==> src/shared/urs_pkg.sv <==
`default_nettype none
package urs_pkg;
    // ***************************************************
    // Register offsets (byte addresses)
    // ***************************************************
    localparam logic [7:0] URS_OFS_STATUS = 8'h00;
    localparam logic [7:0] URS_OFS_MODE = 8'h04;
    localparam logic [7:0] URS_OFS_BAUD = 8'h08;
    localparam logic [7:0] URS_OFS_DATA = 8'h0C;
    localparam logic [7:0] URS_OFS_IRQ_STAT = 8'h10;
    localparam logic [7:0] URS_OFS_IRQ_MASK = 8'h14;
    // ***************************************************
    // Field positions
    // ***************************************************
    localparam int URS_STA_SEL_LO = 6;
    localparam int URS_STA_ADDR_EN = 5;
    localparam int URS_STA_IDLE = 4;
    localparam int URS_STA_PARITY_ERROR_FLAG = 3;
    localparam int URS_STA_FRAMING_ERROR_FLAG = 2;
    localparam int URS_STA_OVERRUN_ERROR_FLAG = 1;
    localparam int URS_STA_AVAIL = 0;
    localparam int URS_MODE_NINE = 0;
    localparam int URS_MODE_PAR_EN = 1;
    localparam int URS_MODE_PAR_ODD = 2;
    localparam int URS_IRQ_W = 5;
    localparam int URS_EV_LEVEL = 0;
    localparam int URS_EV_OVERRUN = 1;
    localparam int URS_EV_PARITY = 2;
    localparam int URS_EV_FRAMING = 3;
    localparam int URS_EV_ADDRESS = 4;
    // ***************************************************
    // Reset values and timing
    // ***************************************************
    localparam logic [1:0] URS_SEL_RESET = 2'h0;
    localparam logic [2:0] URS_MODE_RESET = 3'h0;
    localparam logic [URS_IRQ_W-1:0] URS_MASK_RESET = 5'h00;
    localparam int URS_CLK_HZ = 50_000_000;
    localparam int URS_BAUD_DEFAULT = 115_200;
    localparam logic [15:0] URS_BAUD_RESET = 16'(URS_CLK_HZ / URS_BAUD_DEFAULT);
    // ***************************************************
    // Threshold selection codes
    // ***************************************************
    typedef enum logic [1:0] {
        URS_SEL_ANY = 2'b00,
        URS_SEL_HALF = 2'b01,
        URS_SEL_3Q = 2'b10,
        URS_SEL_RSVD = 2'b11
    } urs_sel_t;
endpackage
`default_nettype wire

==> src/design/urs_rx_fifo.sv <==
`default_nettype none
module urs_rx_fifo #(
    parameter int WIDTH = 11,
    parameter int DEPTH = 8,
    localparam int AW = $clog2(DEPTH),
    localparam int CW = $clog2(DEPTH + 1)
) (
    input wire logic clock,
    input wire logic sys_rst,
    input wire logic clk_en,
    input wire logic flush,
    input wire logic push,
    input wire logic [WIDTH-1:0] push_data,
    input wire logic pop,
    output logic [WIDTH-1:0] head,
    output logic [CW-1:0] count,
    output logic full,
    output logic empty
);
    import urs_pkg::*;
    logic [WIDTH-1:0] mem [DEPTH];
    logic [AW-1:0] wr_ptr;
    logic [AW-1:0] rd_ptr;
    logic do_push;
    logic do_pop;

    // Pushes into a full buffer are refused here; overrun is judged upstream
    assign do_push = push && !full;
    assign do_pop = pop && !empty;
    assign full = count == CW'(DEPTH);
    assign empty = count == '0;
    assign head = mem[rd_ptr];

    // Storage, no reset needed since count gates every read
    always_ff @(posedge clock) begin
        if (clk_en && do_push) begin
            mem[wr_ptr] <= push_data;
        end
    end

    // Pointers and fill level; flush outranks traffic
    always_ff @(posedge clock) begin
        if (sys_rst) begin
            wr_ptr <= '0;
            rd_ptr <= '0;
            count <= '0;
        end else if (clk_en) begin
            if (flush) begin
                wr_ptr <= '0;
                rd_ptr <= '0;
                count <= '0;
            end else begin
                if (do_push) begin
                    wr_ptr <= (wr_ptr == AW'(DEPTH - 1)) ? '0 : wr_ptr + 1'b1;
                end
                if (do_pop) begin
                    rd_ptr <= (rd_ptr == AW'(DEPTH - 1)) ? '0 : rd_ptr + 1'b1;
                end
                if (do_push && !do_pop) begin
                    count <= count + 1'b1;
                end else if (do_pop && !do_push) begin
                    count <= count - 1'b1;
                end
            end
        end
    end
endmodule
`default_nettype wire

==> src/design/urs_rx_shift.sv <==
`default_nettype none
module urs_rx_shift (
    input wire logic clock,
    input wire logic sys_rst,
    input wire logic clk_en,
    input wire logic flush,
    input wire logic rx_line,
    input wire logic [15:0] bit_ticks,
    input wire logic nine_bit,
    input wire logic parity_en,
    input wire logic parity_odd,
    output logic char_valid,
    output logic [8:0] char_data,
    output logic char_parity_error_flag,
    output logic char_framing_error_flag,
    output logic idle
);
    import urs_pkg::*;
    typedef enum logic [2:0] {
        URS_ST_IDLE = 3'b000,
        URS_ST_START = 3'b001,
        URS_ST_DATA = 3'b010,
        URS_ST_PARITY = 3'b011,
        URS_ST_STOP = 3'b100
    } urs_rx_state_t;
    urs_rx_state_t state;
    logic [15:0] cnt;
    logic [3:0] bit_idx;
    logic [8:0] receive_shift_register;
    logic par;
    logic tick;

    assign tick = cnt == '0;
    assign idle = state == URS_ST_IDLE;

    // Bit timing: half a bit to the start centre, then whole bits
    always_ff @(posedge clock) begin
        if (sys_rst) begin
            state <= URS_ST_IDLE;
            cnt <= '0;
            bit_idx <= '0;
            receive_shift_register <= '0;
            par <= 1'b0;
            char_valid <= 1'b0;
            char_data <= '0;
            char_parity_error_flag <= 1'b0;
            char_framing_error_flag <= 1'b0;
        end else if (clk_en) begin
            char_valid <= 1'b0;
            if (flush) begin
                state <= URS_ST_IDLE;
                receive_shift_register <= '0;
            end else begin
                cnt <= tick ? bit_ticks - 1'b1 : cnt - 1'b1;
                case (state)
                    URS_ST_IDLE: begin
                        if (!rx_line) begin
                            state <= URS_ST_START;
                            cnt <= {1'b0, bit_ticks[15:1]};
                        end
                    end
                    URS_ST_START: begin
                        if (tick) begin
                            // A start bit gone high at its centre was a glitch
                            state <= rx_line ? URS_ST_IDLE : URS_ST_DATA;
                            bit_idx <= '0;
                            par <= 1'b0;
                            char_parity_error_flag <= 1'b0;
                        end
                    end
                    URS_ST_DATA: begin
                        if (tick) begin
                            receive_shift_register <= {rx_line, receive_shift_register[8:1]};
                            par <= par ^ rx_line;
                            bit_idx <= bit_idx + 1'b1;
                            if (bit_idx == (nine_bit ? 4'h8 : 4'h7)) begin
                                state <= (parity_en && !nine_bit) ? URS_ST_PARITY : URS_ST_STOP;
                            end
                        end
                    end
                    URS_ST_PARITY: begin
                        if (tick) begin
                            char_parity_error_flag <= par ^ rx_line ^ parity_odd;
                            state <= URS_ST_STOP;
                        end
                    end
                    URS_ST_STOP: begin
                        if (tick) begin
                            char_framing_error_flag <= !rx_line;
                            char_valid <= 1'b1;
                            char_data <= nine_bit ? receive_shift_register
                                                  : {1'b0, receive_shift_register[8:1]};
                            state <= URS_ST_IDLE;
                        end
                    end
                    default: begin
                        state <= URS_ST_IDLE;
                    end
                endcase
            end
        end
    end
endmodule
`default_nettype wire

==> src/design/urs_rx_status.sv <==
// Implementation choices: strobed register access and the register offsets.
`default_nettype none
module urs_rx_status
    import urs_pkg::*;
#(
    parameter int DEPTH = 8,
    localparam int CW = $clog2(DEPTH + 1)
) (
    input wire logic clock,
    input wire logic sys_rst,
    input wire logic clk_en,
    input wire logic [7:0] reg_addr,
    input wire logic [31:0] reg_wdata,
    input wire logic reg_write,
    input wire logic reg_read,
    output logic [31:0] reg_rdata,
    input wire logic rx_line,
    output logic rx_irq_flag,
    output logic irq
);
    // ***************************************************
    // Elaboration checks
    // ***************************************************
    // Quarter thresholds need a depth that divides by four
    if (DEPTH < 4 || (DEPTH % 4) != 0) begin : g_bad_depth
        $error("urs_rx_status: DEPTH must be a multiple of four, at least four");
    end

    localparam logic [CW-1:0] LVL_HALF = CW'(DEPTH / 2);
    localparam logic [CW-1:0] LVL_3Q = CW'((DEPTH * 3) / 4);

    // ***************************************************
    // Software state
    // ***************************************************
    logic [1:0] rx_irq_threshold_sel;
    logic address_detect_enable;
    logic overrun_error_flag;
    logic [2:0] mode;
    logic [15:0] bit_ticks;
    logic [URS_IRQ_W-1:0] irq_status;
    logic [URS_IRQ_W-1:0] irq_mask;
    logic prev_level;

    // ***************************************************
    // Internal wires
    // ***************************************************
    logic char_valid;
    logic [8:0] char_data;
    logic char_parity_error_flag;
    logic char_framing_error_flag;
    logic receiver_idle_flag;
    logic [10:0] head;
    logic [CW-1:0] count;
    logic full;
    logic empty;
    logic wr_status;
    logic rd_data;
    logic accept;
    logic push;
    logic overflow;
    logic overrun_error_flag_clear;
    logic flush;
    logic rx_data_available;
    logic parity_error_flag;
    logic framing_error_flag;
    logic next_level;
    logic [URS_IRQ_W-1:0] events;
    logic [31:0] next_rdata;

    // ***************************************************
    // Bus decode
    // ***************************************************
    assign wr_status = reg_write && reg_addr == URS_OFS_STATUS;
    assign rd_data = reg_read && reg_addr == URS_OFS_DATA;

    // ***************************************************
    // Receive path
    // ***************************************************
    // Character assembly from the serial line
    urs_rx_shift u_shift (
        .clock(clock),
        .sys_rst(sys_rst),
        .clk_en(clk_en),
        .flush(flush),
        .rx_line(rx_line),
        .bit_ticks(bit_ticks),
        .nine_bit(mode[URS_MODE_NINE]),
        .parity_en(mode[URS_MODE_PAR_EN]),
        .parity_odd(mode[URS_MODE_PAR_ODD]),
        .char_valid(char_valid),
        .char_data(char_data),
        .char_parity_error_flag(char_parity_error_flag),
        .char_framing_error_flag(char_framing_error_flag),
        .idle(receiver_idle_flag)
    );

    // Address filter: in 9-bit mode with detect on, data characters are dropped
    assign accept = !(address_detect_enable && mode[URS_MODE_NINE]) || char_data[8];

    // Nothing is stored while an overrun is pending, so software sees the
    // buffer exactly as it stood when the loss happened
    assign push = char_valid && accept && !full && !overflow_pending();
    assign overflow = char_valid && accept && full;

    function automatic logic overflow_pending();
        return overrun_error_flag;
    endfunction

    // Clearing a set overrun flag empties buffer and shift register
    assign overrun_error_flag_clear = wr_status && !reg_wdata[URS_STA_OVERRUN_ERROR_FLAG] && overrun_error_flag;
    assign flush = overrun_error_flag_clear;

    // Receive buffer holding data plus per-character error marks
    urs_rx_fifo #(
        .WIDTH(11),
        .DEPTH(DEPTH)
    ) u_fifo (
        .clock(clock),
        .sys_rst(sys_rst),
        .clk_en(clk_en),
        .flush(flush),
        .push(push),
        .push_data({char_framing_error_flag, char_parity_error_flag, char_data}),
        .pop(rd_data),
        .head(head),
        .count(count),
        .full(full),
        .empty(empty)
    );

    // ***************************************************
    // Status flags
    // ***************************************************
    // Parity and framing error flags describe the character at the head of the buffer
    assign rx_data_available = !empty;
    assign parity_error_flag = !empty && head[9];
    assign framing_error_flag = !empty && head[10];

    // Threshold level from the selection field, recomputed every cycle
    always_comb begin
        case (urs_sel_t'(rx_irq_threshold_sel))
            URS_SEL_ANY: next_level = count != '0;
            URS_SEL_HALF: next_level = count >= LVL_HALF;
            URS_SEL_3Q: next_level = count >= LVL_3Q;
            default: next_level = count != '0; // Reserved code acts as not-empty
        endcase
    end

    // Registered threshold flag so the output comes from a flop
    always_ff @(posedge clock) begin
        if (sys_rst) begin
            rx_irq_flag <= 1'b0;
            prev_level <= 1'b0;
        end else if (clk_en) begin
            rx_irq_flag <= next_level;
            prev_level <= next_level;
        end
    end

    // ***************************************************
    // Control register writes
    // ***************************************************
    // Writable fields of the status and control register
    always_ff @(posedge clock) begin
        if (sys_rst) begin
            rx_irq_threshold_sel <= URS_SEL_RESET;
            address_detect_enable <= 1'b0;
        end else if (clk_en && wr_status) begin
            rx_irq_threshold_sel <= reg_wdata[URS_STA_SEL_LO +: 2];
            address_detect_enable <= reg_wdata[URS_STA_ADDR_EN];
        end
    end

    // Overrun: set by overflow, cleared only by a software zero; set wins
    always_ff @(posedge clock) begin
        if (sys_rst) begin
            overrun_error_flag <= 1'b0;
        end else if (clk_en) begin
            if (overflow) begin
                overrun_error_flag <= 1'b1;
            end else if (overrun_error_flag_clear) begin
                overrun_error_flag <= 1'b0;
            end
        end
    end

    // Character format and bit period
    always_ff @(posedge clock) begin
        if (sys_rst) begin
            mode <= URS_MODE_RESET;
            bit_ticks <= URS_BAUD_RESET;
        end else if (clk_en && reg_write) begin
            if (reg_addr == URS_OFS_MODE) begin
                mode <= reg_wdata[2:0];
            end
            // A zero period would stall the sampler, so it is ignored
            if (reg_addr == URS_OFS_BAUD && reg_wdata[15:0] != 16'h0000) begin
                bit_ticks <= reg_wdata[15:0];
            end
        end
    end

    // ***************************************************
    // Interrupt status and mask
    // ***************************************************
    always_comb begin
        events = '0;
        events[URS_EV_LEVEL] = next_level && !prev_level;
        events[URS_EV_OVERRUN] = overflow && !overrun_error_flag;
        events[URS_EV_PARITY] = push && char_parity_error_flag;
        events[URS_EV_FRAMING] = push && char_framing_error_flag;
        events[URS_EV_ADDRESS] = push && mode[URS_MODE_NINE] && char_data[8];
    end

    // Sticky bits cleared by writing one; a new event outranks the clear
    always_ff @(posedge clock) begin
        if (sys_rst) begin
            irq_status <= '0;
            irq_mask <= URS_MASK_RESET;
            irq <= 1'b0;
        end else if (clk_en) begin
            if (reg_write && reg_addr == URS_OFS_IRQ_STAT) begin
                irq_status <= (irq_status & ~reg_wdata[URS_IRQ_W-1:0]) | events;
            end else begin
                irq_status <= irq_status | events;
            end
            if (reg_write && reg_addr == URS_OFS_IRQ_MASK) begin
                irq_mask <= reg_wdata[URS_IRQ_W-1:0];
            end
            // One cycle behind the status bits, traded for a flop output
            irq <= |(irq_status & irq_mask);
        end
    end

    // ***************************************************
    // Read data
    // ***************************************************
    always_comb begin
        next_rdata = '0;
        case (reg_addr)
            URS_OFS_STATUS: begin
                next_rdata[URS_STA_SEL_LO +: 2] = rx_irq_threshold_sel;
                next_rdata[URS_STA_ADDR_EN] = address_detect_enable;
                next_rdata[URS_STA_IDLE] = receiver_idle_flag;
                next_rdata[URS_STA_PARITY_ERROR_FLAG] = parity_error_flag;
                next_rdata[URS_STA_FRAMING_ERROR_FLAG] = framing_error_flag;
                next_rdata[URS_STA_OVERRUN_ERROR_FLAG] = overrun_error_flag;
                next_rdata[URS_STA_AVAIL] = rx_data_available;
            end
            URS_OFS_MODE: next_rdata[2:0] = mode;
            URS_OFS_BAUD: next_rdata[15:0] = bit_ticks;
            URS_OFS_DATA: next_rdata[8:0] = empty ? 9'h000 : head[8:0];
            URS_OFS_IRQ_STAT: next_rdata[URS_IRQ_W-1:0] = irq_status;
            URS_OFS_IRQ_MASK: next_rdata[URS_IRQ_W-1:0] = irq_mask;
            default: next_rdata = '0;
        endcase
    end

    // Read data stands only in the cycle after the strobe
    always_ff @(posedge clock) begin
        if (sys_rst) begin
            reg_rdata <= '0;
        end else if (clk_en) begin
            reg_rdata <= reg_read ? next_rdata : '0;
        end
    end
endmodule
`default_nettype wire

==> config.mk <==
export PLATFORM = sky130hd
export DESIGN_NAME = urs_rx_status
export DESIGN_NICKNAME = d
export VERILOG_FILES = /design/src/shared/urs_pkg.sv /design/src/design/urs_rx_fifo.sv /design/src/design/urs_rx_shift.sv /design/src/design/urs_rx_status.sv
export SDC_FILE = /design/constraint.sdc
export NUM_CORES = 1
export LEC_CHECK = 0
export BUFFER_PORTS_ARGS = -buffer_cell sky130_fd_sc_hd__buf_2
export CORE_MARGIN = 1.5
export CORE_UTILIZATION = 40
export DETAILED_ROUTE_END_ITERATION = 7
export HOLD_SLACK_MARGIN = 0.05
export SYNTH_ARGS = -nofsm -noshare
export SYNTH_HDL_FRONTEND = slang
export SYNTH_HIERARCHICAL = 1
export SYNTH_SLANG_ARGS = --single-unit
==> constraint.sdc <==
create_clock -name clock -period 3.83 [get_ports clock]
set_input_delay 0.383 -clock clock [delete_from_list [all_inputs] [get_ports clock]]
set_output_delay 0.383 -clock clock [all_outputs]
set_load 0.05 [all_outputs]
==> summary.md <==
| Metric | Value |
|---|---|
| Hpwl dp | 16460 um |
| Antenna diodes | 0 |
| Reg clk slew, reported paths | 0.09 ns |
| Mux cell area share after synthesis | 0.09022 |
| Flop2flop setup slack | 0.79 ns |
| Post-CTS Setup Repair Bufs | 0 |
| Crit. Startpoint | u_shift/cnt[0]$_SDFFE_PP0P_ |
| Max Cap Violations | 0 |
| Most frequent cells after synthesis | dfxtp_1 (109), edfxtp_1 (88), nor2_1 (75) |
| Max clock buf depth | 2 |
| TritonCTS buffer count | 17 |
| Synth Flop Type | dfxtp_1 |
| # rows | 56 |
| #FFs+latches synth | 197 |
| GRT overflow | 0 |
| Final worst slack | 0.7930 ns |
| Share of layout cells above drive strength 1 | 0.1891 |
| IO buf count | 47 |
| Worst setup endpoint | u_shift/cnt[6]$_SDFFE_PP0P_ |
| Total track usage | 0.2004 |
| Status | finished clean |
| Mapped Cells | 860 |
| Startpoint types | flip-flop |
| Die ar. | 24510 um^2 |
| Initial antenna violation count | 0 |
| Post-synth top area share | 0.2802 |
| # IOs | 80 |
| Worst hold path type | primary input to flip-flop |
| Die span in x | 156.5 um |
| CP Max Fanout | 9 |
| CP Capture Type | flip-flop |
| Switching fraction of total power | 0.2952 |
| WS Path Type | flip-flop to flip-flop |
| Period utilization | 0.7929 |
| Slowest CP cell | or4_1 |
| R2R Path Start | u_shift/cnt[0]$_SDFFE_PP0P_ |
| Mean Syn Cell Area | 10.97 um^2 |
| Synth area leaders | edfxtp_1 (28%), dfxtp_1 (23%), mux4_2 (5.3%) |
| RSZ-0062 raised after global routing | no |
| Total Wirelength | 23850 um |
| Max-slew headroom | 0.1637 |
| R2R Path End | u_shift/cnt[6]$_SDFFE_PP0P_ |
| Xor/xnor share of the synthesized area | 0.01579 |
| Flop pwr share | 0.474 |
| Routed length per placed instance | 19.33 um |
| Final slew viol count | 0 |
| DR DRC count | 0 |
| Cell Chain, Critical Path | or4_1 -> or2_1 -> nor2_4 -> a21oi_1 -> ha_1 -> and2_1 -> o311a_1 -> xnor2_1 -> nand2_1 -> a221oi_2 |
| Post-DRT Antenna Nets | 0 |
| Global-route wire length before repair | 37200 um |
| Largest stage delay on the critical path | 0.63 ns |
| Placed Cells | 1202 |
| DRT iter0 DRCs | 503 |
| Peak VDD IR | 0.3384 mV |
| Worst-margin pin slew | 1.250 ns |
| Peak Freq | 0.3293 GHz |
| Vias per cell | 5.641 |
| CTS tree | yes |
| Pre-CTS setup slack | 0.5668 ns |
| Largest area contributor in the netlist | edfxtp_1 |
| Starting Density | 0.4042 |
| Complex-gate fraction of the synthesized area | 0.1517 |
| Number of flops mapped to enable cells by yosys | 88 |
| Synth Area in Adders | 0.01539 |
| Unique masters post-synth | 88 |
| Setup TNS | 0 ns |
| Data required time of the critical path | 4.19 ns |
| Pleak | 0.003661 uW |
| Comb power frac | 0.108 |
| Synthesis warning total | 6 |
| Internal | 3306 uW |
| Clk_skew | 0.02061 ns |
| Fin cells | 1234 |
| Clk Tree Root Cell | clkbuf_16 |
| Final setup vio count | 0 |
| Period minus WS final | 3.037 ns |
| Clock sink total | 197 |
| DR vias | 6961 |
| Die Span Y | 156.5 um |
| Sw power | 1384 uW |
| Final Wtd Congestion | 0.8423 |
| Clk_lat worst skew | 0.45 ns |
| Synth Cell Area | 9430 um^2 |
| Final hold vios | 0 |
| Clock network power share | 0.418 |
| Asr flop ratio synth | 0 |
| Core ar. | 23330 um^2 |
| Post-Synth Simple-Gate Area | 0.1696 |
| Top-count cell post-synth | dfxtp_1 |
| Largest net degree at the start of global routing | 52 |
| # resized after CTS | 0 |
| Post-synthesis sequential area ratio | 0.5116 |
| Vias in the first global route | 6556 |
| Area growth syn-to-layout | 12.88% |
| Final nets | 959 |
| First-pass DRT Iterations | 5 |
| Largest family of logic cells by synthesized area | simple AND/OR/NAND/NOR gates |
| H-tree Lvls | 4 |
| Hold_buf cts | 0 |
| Worst r2r path cells | 10 |
| Critical path arrival | 3.40 ns |
| Cell area power density | 440.6 nW/um^2 |
[power by group through the flow]
stage	clock (uW)	combinational (uW)	sequential, uW
3_5_place_dp	0	500	2270
2_1_floorplan	0	407	2260
3_3_place_gp	0	496	2270
4_1_cts	1990	502	2220
6_report	1960	507	2220
5_1_grt	2080	551	2230
[how the worst min path moves through the flow]
stage                                       startpoint                                  to  slack, ns  cells past startpoint
global route                             reg_wdata[10]          bit_ticks[10]$_SDFFE_PP0P_       0.20                      3
finish                                    reg_wdata[8]           bit_ticks[8]$_SDFFE_PP1P_       0.20                      3
floorplan           address_detect_enable$_SDFFE_PP0P_  address_detect_enable$_SDFFE_PP0P_       0.44                      2
CTS                                      reg_wdata[13]          bit_ticks[13]$_SDFFE_PP0P_       0.18                      3
detailed placement           reg_rdata[4]$_SDFFE_PP0P_           reg_rdata[4]$_SDFFE_PP0P_       0.46                      2
global placement             reg_rdata[4]$_SDFFE_PP0P_           reg_rdata[4]$_SDFFE_PP0P_       0.45                      2
[layout by cell type, fill, tap and decap left out, types with 9 or more instances in the layout]
master,synthesis,layout
a211oi_1,15,15
xnor2_1,9,9
inv_1,20,20
nor4_1,13,12
nor2_1,75,75
mux2i_1,22,22
a22oi_1,12,12
and3_1,9,9
clkbuf_16,0,17
mux4_2,22,22
nand2_1,51,51
nand3_1,34,34
nand2b_1,19,19
dfxtp_1,109,109
mux2_2,12,12
o21ai_0,22,22
ha_1,10,10
conb_1,1,16
a21oi_1,50,50
a22o_1,13,13
a31oi_1,10,10
o22ai_1,10,10
buf_4,19,26
nor3_1,27,22
edfxtp_1,88,88
buf_2,9,46
[layer usage]
layer  track usage  part of all wire
met1        0.2890              0.48
met2        0.3086              0.45
met3       0.02991             0.044
met4       0.06485             0.017
met5             0                 0
[flip-flops by register name (all words and copies together) (netlist names), 2 cells and up, named ones only]
name / cells
u_shift/state: 3
u_fifo/rd_ptr: 3
irq_mask: 5
bit_ticks: 16
u_shift/cnt: 16
irq_status: 5
reg_rdata: 16
mode: 3
u_fifo/wr_ptr: 3
u_shift/receive_shift_register: 9
u_fifo/mem: 88
u_shift/char_data: 9
u_fifo/count: 4
u_shift/bit_idx: 4
rx_irq_threshold_sel: 2
[cell type report]
type	count	area, um^2
repair buffers	72	425.4
inverters	20	75.07
clock inverters	15	230.2
fillers	2217	12690
flip-flops and latches	197	4825
clock buffers	17	425.4
well taps	319	399.1
multi-input cells	594	4265
[critical path: cells and delay by family (launching register included)]
family	cells	cell delay, ns
fa+ha+maj	1	0.24
simple gates	5	1.65
compound gates	3	0.52
xor+xnor	1	0.17
flops	1	0.35
[through the flow]
stage	hold WS, ns	total power [uW]	instance area [um^2]	util
6_report	0.2024	4690	10650	0.4562
5_1_grt	0.1950	4859	10650	0.4562
4_1_cts	0.1840	4718	10650	0.4562
3_5_place_dp	0.4576	2773	9990	0.4281
3_3_place_gp	0.4549	2768	9990	0.4281
2_1_floorplan	0.4445	2669	9487	-
[cell families (layout without fill, tap and decap cells)]
group | count (synthesis) | in the layout
adder cells (fa/ha/maj) | 11 | 11
multiplexers | 56 | 56
other | 1 | 16
AO/OA/AOI/OAI | 202 | 202
XOR/XNOR | 17 | 17
buffers and inverters | 84 | 124
flip-flops | 197 | 197
AND/OR/NAND/NOR | 292 | 292
No activity file was read; power rests on OpenSTA's default activity.
